`src/common/pia_cfg.svh`:
```
`ifndef PIA_CFG_SVH
`define PIA_CFG_SVH
// How it works
// - taking a level sets its in-service latch
// - only the special status load clears latches
// - lowest-numbered enabled requesting level wins
// - latch blocks its level and all lower
// - higher levels nest, setting their own latch
// - 32-bit enable mask, one bit per level
// - honor: enabled, highest enabled, not blocked
// - unhonored requests stay pending until cancelled
// - system reset clears the enable mask
// - mask update ORs or ANDs fetched word; with only the cancel bit set the mask is unchanged
// - mask update may cancel tagged pending requests
// - no latch set: special load is ordinary
// - special load loads word, releases highest latch
// - misaligned operand or flags: specification, suppressed
// - key and address taken unchecked from doubleword
// - code and length fields not retained
// - condition code from loaded bits 34-35
// - absent feature or problem state suppress; faults terminate
// - sync basic first, then priority after delay
// - priority before external or I/O interruption
// - status loads never touch the enable mask
// - timer access defers interruptions one instruction
// - drive level number, then raise outbound strobe
// - inbound strobe rise samples the description byte
// - word bits 0-31 map to levels 0-31
`define LEVELS 32
`define LEVEL_W 5
`define MASK_RESET 32'h0000_0000
`define MU_OR_BIT 7
`define MU_CANCEL_BIT 6
`define PSW_KEY 55:52
`define PSW_CODE 47:32
`define PSW_ILC 31:30
`define PSW_CC 29:28
`define PSW_IA 23:0
`define CLOCK_MHZ 125
`define BASIC_DELAY_US 4
`define BASIC_DELAY_CYC (`BASIC_DELAY_US * `CLOCK_MHZ)
`define DELAY_W 10
`endif

```
`src/common/pia_pkg.sv`:
```
package pia_pkg;
    typedef enum logic [3:0] {
        ST_IDLE = 4'b0001,
        ST_DELAY = 4'b0010,
        ST_TAKE = 4'b0100,
        ST_STROBE = 4'b1000
    } state_t;
    typedef enum logic [2:0] {
        EXC_NONE = 3'h0,
        EXC_OPERATION = 3'h1,
        EXC_PRIVILEGED = 3'h2,
        EXC_SPECIFICATION = 3'h3,
        EXC_TERMINATED = 3'h4
    } exc_t;
endpackage

```
`src/common/level_select_if.sv`:
```
`timescale 1ns/1ps
interface level_select_if;
    logic clock;
    logic nrst;
    logic [31:0] pending;
    logic [31:0] mask;
    logic [31:0] in_service;
    logic grant_valid;
    logic [4:0] grant_level;
    logic top_valid;
    logic [4:0] top_level;
    modport arbiter (input clock, nrst, pending, mask, in_service,
        output grant_valid, grant_level, top_valid, top_level);
    modport owner (output clock, nrst, pending, mask, in_service,
        input grant_valid, grant_level, top_valid, top_level);
endinterface

```
`src/logic/level_select.sv`:
```
`timescale 1ns/1ps
`include "pia_cfg.svh"
module level_select (
    level_select_if.arbiter sel
);
    logic [31:0] req;
    logic cand_valid;
    logic [4:0] cand_level;
    logic blocked;

    assign req = sel.pending & sel.mask;

    // descending scan so the lowest index is the last to win
    always_comb
    begin
        cand_valid = 1'b0;
        cand_level = 5'h0;
        sel.top_valid = 1'b0;
        sel.top_level = 5'h0;
        for (int i = `LEVELS - 1; i >= 0; i--)
        begin
            if (req[i])
            begin
                cand_valid = 1'b1;
                cand_level = 5'(i);
            end
            if (sel.in_service[i])
            begin
                sel.top_valid = 1'b1;
                sel.top_level = 5'(i);
            end
        end
    end

    assign blocked = sel.top_valid && (sel.top_level <= cand_level);
    assign sel.grant_valid = cand_valid && !blocked;
    assign sel.grant_level = cand_level;
endmodule // level_select

```
`src/logic/priority_interrupt_arbiter.sv`:
```
`timescale 1ns/1ps
`include "pia_cfg.svh"
module priority_interrupt_arbiter (
    input wire logic i_clock,
    input wire logic i_nrst,
    input wire logic [31:0] i_request,
    output logic [4:0] o_accepted_level,
    output logic o_timing_out,
    input wire logic i_timing_in,
    input wire logic [7:0] i_description,
    output logic [7:0] o_description,
    output logic o_description_valid,
    input wire logic i_instr_end,
    input wire logic i_wait_state,
    input wire logic i_basic_sync,
    input wire logic i_basic_async,
    output logic o_basic_first,
    output logic o_exchange,
    output logic o_hold_async,
    input wire logic i_timer_fitted,
    input wire logic i_timer_access,
    output logic o_deferred,
    input wire logic i_feature_present,
    input wire logic i_problem_state,
    input wire logic i_mask_update,
    input wire logic [7:0] i_instr_flags,
    input wire logic [2:0] i_operand_low,
    input wire logic [31:0] i_operand_word,
    input wire logic i_operand_fault,
    input wire logic i_status_load,
    input wire logic i_load_special,
    input wire logic [63:0] i_load_dword,
    output logic [63:0] o_status_word,
    output logic [3:0] o_protection_key,
    output logic [23:0] o_instr_address,
    output logic [1:0] o_cond_code,
    output pia_pkg::exc_t o_exception,
    output logic [31:0] o_level_enable_mask,
    output logic [31:0] o_in_service,
    output logic [31:0] o_pending
);
    ////////////////////////////////////////////////////////////////////
    // synchronisers for the external pins
    logic [31:0] req_s1_q;
    logic [31:0] req_s2_q;
    logic [31:0] req_prev_q;
    logic tin_s1_q;
    logic tin_s2_q;
    logic tin_prev_q;
    logic [7:0] desc_s1_q;
    logic [7:0] desc_s2_q;
    logic [31:0] req_rise;
    logic tin_rise;

    always_ff @(posedge i_clock)
    begin
        if (!i_nrst)
        begin
            req_s1_q <= 32'h0000_0000;
            req_s2_q <= 32'h0000_0000;
            req_prev_q <= 32'h0000_0000;
            tin_s1_q <= 1'b0;
            tin_s2_q <= 1'b0;
            tin_prev_q <= 1'b0;
            desc_s1_q <= 8'h00;
            desc_s2_q <= 8'h00;
        end
        else
        begin
            req_s1_q <= i_request;
            req_s2_q <= req_s1_q;
            req_prev_q <= req_s2_q;
            tin_s1_q <= i_timing_in;
            tin_s2_q <= tin_s1_q;
            tin_prev_q <= tin_s2_q;
            desc_s1_q <= i_description;
            desc_s2_q <= desc_s1_q;
        end
    end

    assign req_rise = req_s2_q & ~req_prev_q;
    assign tin_rise = tin_s2_q & ~tin_prev_q;

    ////////////////////////////////////////////////////////////////////
    // instruction checks and exceptions
    logic do_special;
    logic op_req;
    logic spec_bad;
    pia_pkg::exc_t exc_d;
    pia_pkg::exc_t exc_q;
    logic ok_mask;
    logic ok_load;
    logic ok_special;

    assign do_special = i_status_load && i_load_special;
    assign op_req = i_status_load || i_mask_update;
    assign spec_bad = i_mask_update ? (|i_operand_low[1:0]) :
        ((|i_operand_low) || (i_load_special && (|i_instr_flags)));

    always_comb
    begin
        exc_d = pia_pkg::EXC_NONE;
        if (op_req)
        begin
            if (!i_feature_present && (do_special || i_mask_update))
                exc_d = pia_pkg::EXC_OPERATION;
            else if (i_problem_state)
                exc_d = pia_pkg::EXC_PRIVILEGED;
            else if (spec_bad)
                exc_d = pia_pkg::EXC_SPECIFICATION;
            else if (i_operand_fault)
                exc_d = pia_pkg::EXC_TERMINATED;
        end
    end

    assign ok_mask = i_mask_update && (exc_d == pia_pkg::EXC_NONE);
    assign ok_load = i_status_load && (exc_d == pia_pkg::EXC_NONE);
    assign ok_special = ok_load && i_load_special;

    always_ff @(posedge i_clock)
    begin
        if (!i_nrst)
            exc_q <= pia_pkg::EXC_NONE;
        else
            exc_q <= exc_d;
    end

    ////////////////////////////////////////////////////////////////////
    // level enable mask
    logic [31:0] word_lv;
    logic [31:0] mask_q;

    always_comb
    begin
        for (int i = 0; i < `LEVELS; i++)
            word_lv[i] = i_operand_word[31 - i];
    end

    always_ff @(posedge i_clock)
    begin
        if (!i_nrst)
            mask_q <= `MASK_RESET;
        else if (ok_mask && i_instr_flags[`MU_OR_BIT])
            mask_q <= mask_q | word_lv;
        else if (ok_mask && !i_instr_flags[`MU_CANCEL_BIT])
            mask_q <= mask_q & word_lv;
    end

    ////////////////////////////////////////////////////////////////////
    // pending and in-service latches
    level_select_if sel ();
    pia_pkg::state_t state_q;
    logic [4:0] level_q;
    logic [31:0] pend_q;
    logic [31:0] svc_q;
    logic [31:0] take_vec;
    logic [31:0] cancel_vec;
    logic [31:0] rel_vec;
    logic rel_ok;

    assign sel.clock = i_clock;
    assign sel.nrst = i_nrst;
    assign sel.pending = pend_q;
    assign sel.mask = mask_q;
    assign sel.in_service = svc_q;

    level_select u_select (
        .sel(sel.arbiter)
    );

    assign take_vec = (state_q == pia_pkg::ST_TAKE) ? (32'h0000_0001 << level_q) : 32'h0000_0000;
    assign cancel_vec = (ok_mask && i_instr_flags[`MU_CANCEL_BIT]) ? word_lv : 32'h0000_0000;
    assign rel_ok = ok_special && sel.top_valid;
    assign rel_vec = rel_ok ? (32'h0000_0001 << sel.top_level) : 32'h0000_0000;

    // a fresh request edge wins over a clear in the same cycle
    always_ff @(posedge i_clock)
    begin
        if (!i_nrst)
            pend_q <= 32'h0000_0000;
        else
            pend_q <= (pend_q & ~(cancel_vec | take_vec)) | req_rise;
    end

    always_ff @(posedge i_clock)
    begin
        if (!i_nrst)
            svc_q <= 32'h0000_0000;
        else
            svc_q <= (svc_q & ~rel_vec) | take_vec;
    end

    ////////////////////////////////////////////////////////////////////
    // taking an interruption
    logic defer_now;
    logic defer_q;
    logic go;
    logic [`DELAY_W-1:0] cnt_q;
    logic first_q;
    logic [7:0] desc_q;
    logic desc_valid_q;

    assign defer_now = i_timer_fitted && i_timer_access;
    assign go = sel.grant_valid &&
        ((i_instr_end && !defer_now) || (i_wait_state && !defer_q));

    always_ff @(posedge i_clock)
    begin
        if (!i_nrst)
            defer_q <= 1'b0;
        else if (i_instr_end)
            defer_q <= defer_now;
    end

    always_ff @(posedge i_clock)
    begin
        if (!i_nrst)
        begin
            state_q <= pia_pkg::ST_IDLE;
            level_q <= 5'h0;
            cnt_q <= '0;
            first_q <= 1'b0;
        end
        else
        begin
            first_q <= 1'b0;
            case (state_q)
                pia_pkg::ST_IDLE:
                begin
                    if (go)
                    begin
                        level_q <= sel.grant_level;
                        cnt_q <= '0;
                        if (i_basic_sync)
                        begin
                            first_q <= 1'b1;
                            state_q <= pia_pkg::ST_DELAY;
                        end
                        else
                            state_q <= pia_pkg::ST_TAKE;
                    end
                end
                pia_pkg::ST_DELAY:
                begin
                    cnt_q <= cnt_q + 1'b1;
                    if (cnt_q == `DELAY_W'(`BASIC_DELAY_CYC - 1))
                        state_q <= pia_pkg::ST_TAKE;
                end
                pia_pkg::ST_TAKE:
                    state_q <= pia_pkg::ST_STROBE;
                pia_pkg::ST_STROBE:
                begin
                    if (tin_rise)
                        state_q <= pia_pkg::ST_IDLE;
                end
                default:
                    state_q <= pia_pkg::ST_IDLE;
            endcase
        end
    end

    always_ff @(posedge i_clock)
    begin
        if (!i_nrst)
        begin
            desc_q <= 8'h00;
            desc_valid_q <= 1'b0;
        end
        else
        begin
            desc_valid_q <= (state_q == pia_pkg::ST_STROBE) && tin_rise;
            if ((state_q == pia_pkg::ST_STROBE) && tin_rise)
                desc_q <= desc_s2_q;
        end
    end

    ////////////////////////////////////////////////////////////////////
    // status word
    logic [63:0] status_q;

    always_ff @(posedge i_clock)
    begin
        if (!i_nrst)
            status_q <= 64'h0000_0000_0000_0000;
        else if (ok_load)
        begin
            status_q <= i_load_dword;
            status_q[`PSW_CODE] <= 16'h0000;
            status_q[`PSW_ILC] <= 2'h0;
        end
    end

    ////////////////////////////////////////////////////////////////////
    assign o_accepted_level = level_q;
    assign o_timing_out = (state_q == pia_pkg::ST_STROBE);
    assign o_description = desc_q;
    assign o_description_valid = desc_valid_q;
    assign o_basic_first = first_q;
    assign o_exchange = (state_q == pia_pkg::ST_TAKE);
    assign o_hold_async = (state_q != pia_pkg::ST_IDLE) && i_basic_async;
    assign o_deferred = defer_q;
    assign o_status_word = status_q;
    assign o_protection_key = status_q[`PSW_KEY];
    assign o_instr_address = status_q[`PSW_IA];
    assign o_cond_code = status_q[`PSW_CC];
    assign o_exception = exc_q;
    assign o_level_enable_mask = mask_q;
    assign o_in_service = svc_q;
    assign o_pending = pend_q;
endmodule // priority_interrupt_arbiter

```
`config.mk`:
```
export PLATFORM = sky130hd
export DESIGN_NAME = priority_interrupt_arbiter
export DESIGN_NICKNAME = d
export VERILOG_FILES = /design/src/common/pia_pkg.sv /design/src/common/level_select_if.sv /design/src/logic/level_select.sv /design/src/logic/priority_interrupt_arbiter.sv
export VERILOG_INCLUDE_DIRS = /design/src /design/src/common
export SDC_FILE = /design/constraint.sdc
export NUM_CORES = 1
export LEC_CHECK = 0
export BUFFER_PORTS_ARGS = -buffer_cell sky130_fd_sc_hd__buf_2
export CORE_ASPECT_RATIO = 1.75
export CORE_MARGIN = 3
export CORE_UTILIZATION = 51
export CTS_CLUSTER_DIAMETER = 120
export CTS_CLUSTER_SIZE = 30
export DETAILED_ROUTE_END_ITERATION = 8
export PLACE_DENSITY = 0.91
export SETUP_SLACK_MARGIN = 0.3
export SYNTH_ARGS = -nofsm -noshare
export SYNTH_HDL_FRONTEND = slang
export SYNTH_SLANG_ARGS = --single-unit
```
`constraint.sdc`:
```
create_clock -name i_clock -period 3.76 [get_ports i_clock]
set_input_delay 0.188 -clock i_clock [delete_from_list [all_inputs] [get_ports i_clock]]
set_output_delay 0.188 -clock i_clock [all_outputs]
set_load 0.01 [all_outputs]
```
==> results summary, run 1 <==
The largest driver fanout on the critical path came out at 10. The count of nets left with antenna violations after detail routing is 0. Summing the areas of all fa, ha and maj instances in the mapped netlist gives 0.6393% of the synthesized area.

The TritonCTS clock tree is yes. Entering global routing, the biggest net connects 88 pins. The cell area after synthesis is 11740 um2. The first global-routing pass estimated 62960 um of wire. The all-layer global routing usage is 31.67%. The final-stage net count came out at 1881. During I/O placement, the number of pins put on the boundary was 374. Derived from the worst setup path, the maximum achievable clock frequency is 0.2992 GHz.

Global routing finished with a remaining overflow of 0. Detailed routing inserted a total of 11660 vias. Counting along the longest clock path gives a buffer depth of 3. The total of buffers placed on input and output ports came out at 337. CTS built an H-tree with a depth of 1.

The signal on the critical path passes through or4_1, o211ai_1, nand2_1, a21boi_0, ha_1, and4_1, a21oi_1, o31ai_2, a211oi_4, buf_12, mux2i_1, and2_1. The run finished with clean final reports. The count of non-filler cells in the finished layout came out at 2009. The wire length per cell after detailed routing is 20.79 um. Of the cells placed in the final design, the portion with a size suffix greater than 1 is 23.01%. The detailed-route vias per instance is 5.803. The number of max-cap violations came out at 0. STA classifies the critical path endpoint as a flip-flop. The core area is 22340 um2. The total count of max-transition violations in the final report came out at 0. The count of endpoints failing hold in the final timing report is 0.

After synthesis, the largest family of logic cells by area is simple AND/OR/NAND/NOR gates. The number of library cell types mapped by synthesis came out at 75. The worst-case setup slack after placement came out at 0.3254 ns. Across all setup checks in the final design, the least slack found is 0.4177 ns.

The xor and xnor fraction of the mapped netlist area came out at 0.07459%. Across the routed clock network, the largest skew measured is 0.02121 ns. The number of global-route vias before repair came out at 11700. The total DRC errors in the routed layout came out at 0. The number of instances in the placed design came out at 1867.

In the layout the commonest cells are sky130_fd_sc_hd__buf_2, sky130_fd_sc_hd__dfxtp_1, sky130_fd_sc_hd__nand2_1, sky130_fd_sc_hd__dlygate4sd3_1, sky130_fd_sc_hd__nor2_1. The clock net sink count is 290. The total CTS buffers came out at 13. The number of flops mapped to enable cells by yosys is 0. The tree is rooted in a sky130_fd_sc_hd__clkbuf_16. The count of standard-cell rows is 72.

The number of iterations in the first detailed-routing pass is 8. After clock tree synthesis, the clock-pin slew on the worst setup and hold paths is 0.11 ns. The multiplexer area fraction after synthesis is 4.774%. The Yosys warning count came out at 0. The gate count of the mapped netlist is 1308.

The power per cell area came out at 356.3 nW/um2. The commonest non-fill, non-tap cell in the layout is sky130_fd_sc_hd__buf_2. On the critical path, the stage with the largest delay is an instance of sky130_fd_sc_hd__or4_1. The initial core utilization is 52.56%.

For this run, the leading register cell type out of synthesis is sky130_fd_sc_hd__dfxtp_1. The initial antenna violation count is 0. Summing the areas of all and, or, nand and nor instances in the mapped netlist gives 22.28% of the synthesized area.

Synthesis inferred 290 register bits. The violation count after the first detailed-route iteration came out at 1115. At the worst endpoint, the arrival time is 3.77 ns. The leakage power of the design came out at 6.905 nW.

The final period utilization is 88.89%. The share of the synthesized area in compound gates (AO/OA/AOI/OAI) came out at 16.19%. The startpoint type of the worst setup path is a flip-flop. The latest clock arrival within the worst-skew pair came out at 0.49 ns.

The design draws 5.349 mW. The peak per-stage delay on the critical path came out at 0.65 ns. The required time reported for the critical path endpoint is 4.19 ns. The clock period minus worst slack came out at 3.342 ns. The total setup violations reported at the end of the flow is 0. The total wire length after detailed routing is 41770 um. The area growth from synthesis to layout is 27.85%. Measured against its own limit, the worst slew margin works out to 13.86%. The height of the die came out at 206.7 um. The total negative setup slack came out at 0 ns. Setup repair after global routing could not meet its margin everywhere.

The die width is 120.7 um. The sequential area share after synthesis came out at 49.44%. The worst voltage drop across the vdd grid is 0.0003784 V. The share of flip-flops with an asynchronous set or reset is 0%.

The transition at the pin with the smallest max-transition slack came out at 1.274 ns. By startpoint and endpoint, the worst setup path is classified as reg -> reg. The sum of net half-perimeters after detailed placement came out at 28240 um. The area of the die is 24950 um2. The weighted congestion at the end of routability-driven global placement is 0.9446. The mean instance size in the synthesized netlist is 8.977 um2.

The worst min-delay path class is in -> reg.
-- where the power goes --
part / internal, mW / total [mW] / switching (mW)
clock: 0.639 / 1.58 / 0.946
sequential: 3.16 / 3.23 / 0.0624
combinational: 0.256 / 0.538 / 0.282
-- kinds of logic after synthesis --
kind of cell	after synthesis
muxes	56
xor gates and xnor gates	1
buffers and inverters	150
DFF	290
adders and majority gates	6
AOI/OAI and AO/OA	288
and+or+nand+nor	516
other	1
-- layer usage --
layer	routed length [um]	share of wire [%]	global-route usage (%)
met3	3614	8.7	7.552
met2	20840	50	55.13
met4	2808	6.7	19.25
met1	14500	35	34.73
met5	0	0	0
-- layout make-up --
| type | count | area [um2] |
|---|---|---|
| Clock buffer | 13 | 325.3 |
| Multi-Input combinational cell | 885 | 5259 |
| Clock inverter | 1 | 11.26 |
| Tap cell | 296 | 370.4 |
| Inverter | 47 | 178.9 |
| Fill cell | 1693 | 7328 |
| Timing Repair Buffer | 476 | 3060 |
| Antenna cell | 1 | 2.502 |
| Sequential cell | 290 | 5806 |
-- Yosys cell counts, types with 11 or more instances --
cell / number / share of area (%)
sky130_fd_sc_hd__nand2b_1: 15 / 0.80
sky130_fd_sc_hd__mux2i_1: 56 / 4.8
sky130_fd_sc_hd__inv_1: 46 / 1.5
sky130_fd_sc_hd__o21ai_0: 78 / 3.3
sky130_fd_sc_hd__nand3_1: 15 / 0.64
sky130_fd_sc_hd__buf_2: 11 / 0.47
sky130_fd_sc_hd__nand4_1: 24 / 1.3
sky130_fd_sc_hd__o211ai_1: 11 / 0.70
sky130_fd_sc_hd__nor2_1: 123 / 3.9
sky130_fd_sc_hd__and2_1: 106 / 5.6
sky130_fd_sc_hd__dfxtp_1: 290 / 49
sky130_fd_sc_hd__a22oi_1: 14 / 0.90
sky130_fd_sc_hd__buf_4: 48 / 3.1
sky130_fd_sc_hd__a21oi_1: 78 / 3.3
sky130_fd_sc_hd__nor3_1: 17 / 0.72
sky130_fd_sc_hd__a311oi_1: 19 / 1.4
sky130_fd_sc_hd__a32oi_1: 17 / 1.3
sky130_fd_sc_hd__nand2_1: 156 / 5.0
sky130_fd_sc_hd__clkbuf_1: 39 / 1.2
-- metrics by stage --
step	hold slack [ns]	cell area (um2)	util [%]
floorplan	0.2997	11810	-
global placement	0.3926	13380	59.89
detailed placement	0.3977	13380	59.89
CTS	0.01129	14980	67.04
global route	0.04625	15010	67.19
finish	0.04012	15010	67.20
-- critical path, delay by kind of cell, from the launching register on --
family	cells	cell delay [ns]
and+or+nand+nor	4	1.14
adders and majority gates	1	0.30
muxes	1	0.19
DFF	1	0.40
AOI/OAI and AO/OA	5	1.11
buffers and inverters	1	0.17
-- state kept, by name (all words and copies together) (netlist names), 3 cells and up --
signal	cells
req_s2_q	32
req_prev_q	32
o_pending	32
cnt_q	10
o_in_service	32
o_status_word	46
req_s1_q	32
o_accepted_level	5
state_q	4
o_level_enable_mask	32
o_description	8
desc_s1_q	8
o_exception	3
desc_s2_q	8
-- timing repair --
action                                 4_1_cts  5_1_grt
hold buffers                               126        0
resized for setup                            0        2
buffers inserted                             0        1
setup endpoints to repair                    0       15
endpoints found under the hold margin      123        0
-- path summary, 6_finish.rpt --
check                           slack [ns]             start             endpoint  depth (start not counted)
worst max-delay path                  0.42  o_in_service[24]  o_accepted_level[3]                         12
worst min-delay path                  0.04     i_status_load       o_exception[0]                          3
worst max register to register        0.42  o_in_service[24]  o_accepted_level[3]                         12
worst min register to register        0.41     req_prev_q[3]         o_pending[3]                          1
Power figures use the tool's default switching activity.
==> run 2: changes to the inputs <==
--- a/config.mk
+++ b/config.mk
@@ -9,11 +9,11 @@
 export BUFFER_PORTS_ARGS = -buffer_cell sky130_fd_sc_hd__buf_2
 export CORE_ASPECT_RATIO = 1.75
 export CORE_MARGIN = 3
-export CORE_UTILIZATION = 51
+export CORE_UTILIZATION = 38
 export CTS_CLUSTER_DIAMETER = 120
 export CTS_CLUSTER_SIZE = 30
 export DETAILED_ROUTE_END_ITERATION = 8
-export PLACE_DENSITY = 0.91
+export PLACE_DENSITY = 0.74
 export SETUP_SLACK_MARGIN = 0.3
 export SYNTH_ARGS = -nofsm -noshare
 export SYNTH_HDL_FRONTEND = slang
==> constraint.sdc (replaced) <==
create_clock -name i_clock -period 3.76 [get_ports i_clock]
set_input_delay 0.188 -clock i_clock [delete_from_list [all_inputs] [get_ports i_clock]]
set_output_delay 0.188 -clock i_clock [all_outputs]
set_load 0.05 [all_outputs]
==> results summary, run 2 (same netlist as run 1, synthesis figures left out) <==
The run finished with clean final reports. The path depth of the worst reg2reg path came out at 11 (-1). The post-CTS clock slew at the launch and capture registers of the worst setup and hold paths is 0.13 ns (+0.02 ns). The worst setup path is captured at a flip-flop. The count of standard-cell rows came out at 84 (+17%). The number of buffers on the longest clock path came out at 3 (unchanged). The worst relative slew slack came out at 20.79% (+6.9 points). The total wire length after detailed routing came out at 41000 um (-1.8%). The via total after detailed routing is 11260 (-3.4%).

The detailed-route vias per instance is 5.339 (-8.0%). The final worst setup slack came to 0.4991 ns (+0.08134 ns). The die width came out at 138.9 um (+15%). The overflow left after global routing is 0 (unchanged). The met2 track demand over resource in global routing is 41.98% (-13 points).

The initial core utilization is 38.79% (-14 points). TritonCTS built the clock tree. The final period utilization came out at 86.73% (-2.2 points).

The critical path starts at o_in_service[9]. The all-layer global routing usage is 23.48% (-8.2 points). The leakage power of the design is 6.957 nW (+0.75%). The number of max-cap violations is 0 (unchanged). The source of the worst register-to-register timing path is o_in_service[9]. CTS placed an instance of sky130_fd_sc_hd__clkbuf_16 at the clock tree root. The global routing stage identified its most utilized layer as met2.

The total count of max-transition violations in the final report is 0 (unchanged). The area of the die is 33130 um2 (+33%). The transition at the pin with the smallest max-transition slack was 1.172 ns (-0.1025 ns). The count of nets left with antenna violations after detail routing is 0 (unchanged). The worst voltage drop across the vdd grid is 0.0004083 V (+7.9%).

The worst setup path is of the reg -> reg kind. The peak per-stage delay on the critical path is 0.54 ns (-0.11 ns). The endpoint identified for the worst register-to-register timing path is cnt_q[2]. The core area came to 30270 um2 (+35%). The register-to-register path setup slack is 0.50 ns (+0.08 ns). The power per cell area is 363.6 nW/um2 (+2.1%). The clock period minus worst slack is 3.261 ns (-0.08134 ns). The number of H-tree levels is 1 (unchanged). The latest clock arrival within the worst-skew pair was 0.51 ns (+0.02 ns). The worst-case setup slack after placement is 0.2867 ns (-0.03877 ns). The violation count after the first detailed-route iteration is 740 (-34%). The count of fill cells added during filler insertion is 2790 (+65%). The required time reported for the critical path endpoint came out at 4.11 ns (-0.08 ns). The total of buffers placed on input and output ports is 337 (unchanged). Compared with the post-synthesis result, the final layout area differs by 29.55%. The routing usage on met1 is 26.80% (-7.9 points). The final-stage net count is 1890 (+0.48%).

The clock skew came out at 0.03411 ns (+0.01290 ns). The arrival time of the worst setup path came out at 3.61 ns (-0.16 ns). The overall power of the completed layout was 5.531 mW (+3.4%). The weighted congestion at the end of routability-driven global placement was 0.9021 (-4.5%). The clock net sink count is 290 (unchanged).

The flip-flop count of the largest register after layout came out at 46 (unchanged). The wire length per cell after detailed routing is 19.44 um (-6.5%). The first-pass GRT wire length was 62330 um (-1.0%). The largest driver fanout on the critical path came to 7 (-3). The total CTS buffers is 13 (unchanged). The worst min-delay path class is in -> reg. The total setup violations reported at the end of the flow is 0 (unchanged). The total negative setup slack is 0 ns (unchanged). Walking the worst path, the cells encountered are or4_1, a2111o_1, o32a_2, inv_1, ha_1, and4_1, a21oi_1, o31ai_2, a21o_2, o21ai_4, a211oi_1. The number of iterations in the first detailed-routing pass came out at 8 (unchanged). The boundary pin count is 374 (unchanged). Leaving out fill and tap cells, the most frequent cell in the layout is sky130_fd_sc_hd__buf_2. The share of layout cells above drive strength 1 is 23.47% (+0.46 points). The sum of net half-perimeters after detailed placement was 29370 um (+4.0%). Leaving out fill and tap cells, the most frequent cells in the layout are sky130_fd_sc_hd__buf_2, sky130_fd_sc_hd__dfxtp_1, sky130_fd_sc_hd__nand2_1, sky130_fd_sc_hd__dlygate4sd3_1, sky130_fd_sc_hd__nor2_1. The met3 demand-to-capacity share in global routing is 4.824% (-2.7 points).

Setup repair after global routing left no endpoint under its margin. The total DRC errors in the routed layout is 0 (unchanged). The top achievable clock speed is 0.3067 GHz (+2.5%). The startpoint type of the worst setup path is a flip-flop. The number of global-route vias before repair is 11210 (-4.2%). The height of the die is 238.5 um (+15%). The initial antenna violation count is 1 (+1).

The count of endpoints failing hold in the final timing report is 0 (unchanged). The pin count of the biggest net entering global routing is 91 (+3.4%). The end of the critical path is cnt_q[2]. The standard cell with the maximum stage delay on the critical path is sky130_fd_sc_hd__or4_1.
[run 2: worst min path at each step]
stage                                  from              to  slack (ns)  cells past startpoint
after CTS                     i_mask_update  o_exception[1]        0.10                      3
after global placement     i_description[4]    desc_s1_q[4]        0.39                      2
after floorplan           i_feature_present  o_exception[0]        0.30                      1
after detailed placement   i_description[4]    desc_s1_q[4]        0.40                      2
final                                i_nrst   req_prev_q[9]        0.13                      3
after global routing                 i_nrst    desc_s2_q[0]        0.15                      2
[run 2: timing repair]
item	in CTS	in global routing
hold endpoints to repair	133	0
hold buffers	128	0
gates resized for setup	0	6
pin swaps	1	1
endpoints found under the setup margin	4	18
setup buffers	2	1
gates cloned	0	0
[run 2: routing by layer]
metal  part of all wire, %  routed length (um)  vias up
met1                    38               15500     5346
met2                    50               20540      486
met3                   6.8                2777      122
met5                     0                   0        -
met4                   5.3                2176        0
li1                      -                   -     5305
[run 2: stage by stage]
stage,cells,cell area (um2),util (%),hold slack [ns]
floorplan,1325,11810,-,0.2997
global placement,1963,13540,44.75,0.3927
detailed placement,1963,13540,44.75,0.3978
CTS,2107,15180,50.14,0.1035
global route,2109,15210,50.26,0.1511
finish,2109,15210,50.26,0.1290
[run 2: power by group]
part	total (mW)	internal [mW]	leakage, nW	switching [mW]
Sequential	3.22	3.16	2.36	0.0570
Combinational	0.701	0.260	4.43	0.442
Clock	1.61	0.639	0.166	0.970
[run 2: worst max-delay path: cells and delay by family, from the launching register on]
| family | cells | cell delay [ns] |
|---|---|---|
| and+or+nand+nor | 2 | 0.70 |
| adders and majority gates | 1 | 0.26 |
| DFF | 1 | 0.39 |
| AOI/OAI and AO/OA | 7 | 1.56 |
| buffers and inverters | 1 | 0.17 |
[run 2: area by class of cell]
type	count	area, um2	area share (%)
clock buffer	13	325.3	2.139
multi-input combinational	885	5271	34.65
clock inverter	1	11.26	0.07403
inverter	47	178.9	1.176
antenna	1	2.502	0.01645
timing repair buffer	485	3133	20.60
tap	387	484.2	3.183
sequential	290	5806	38.16
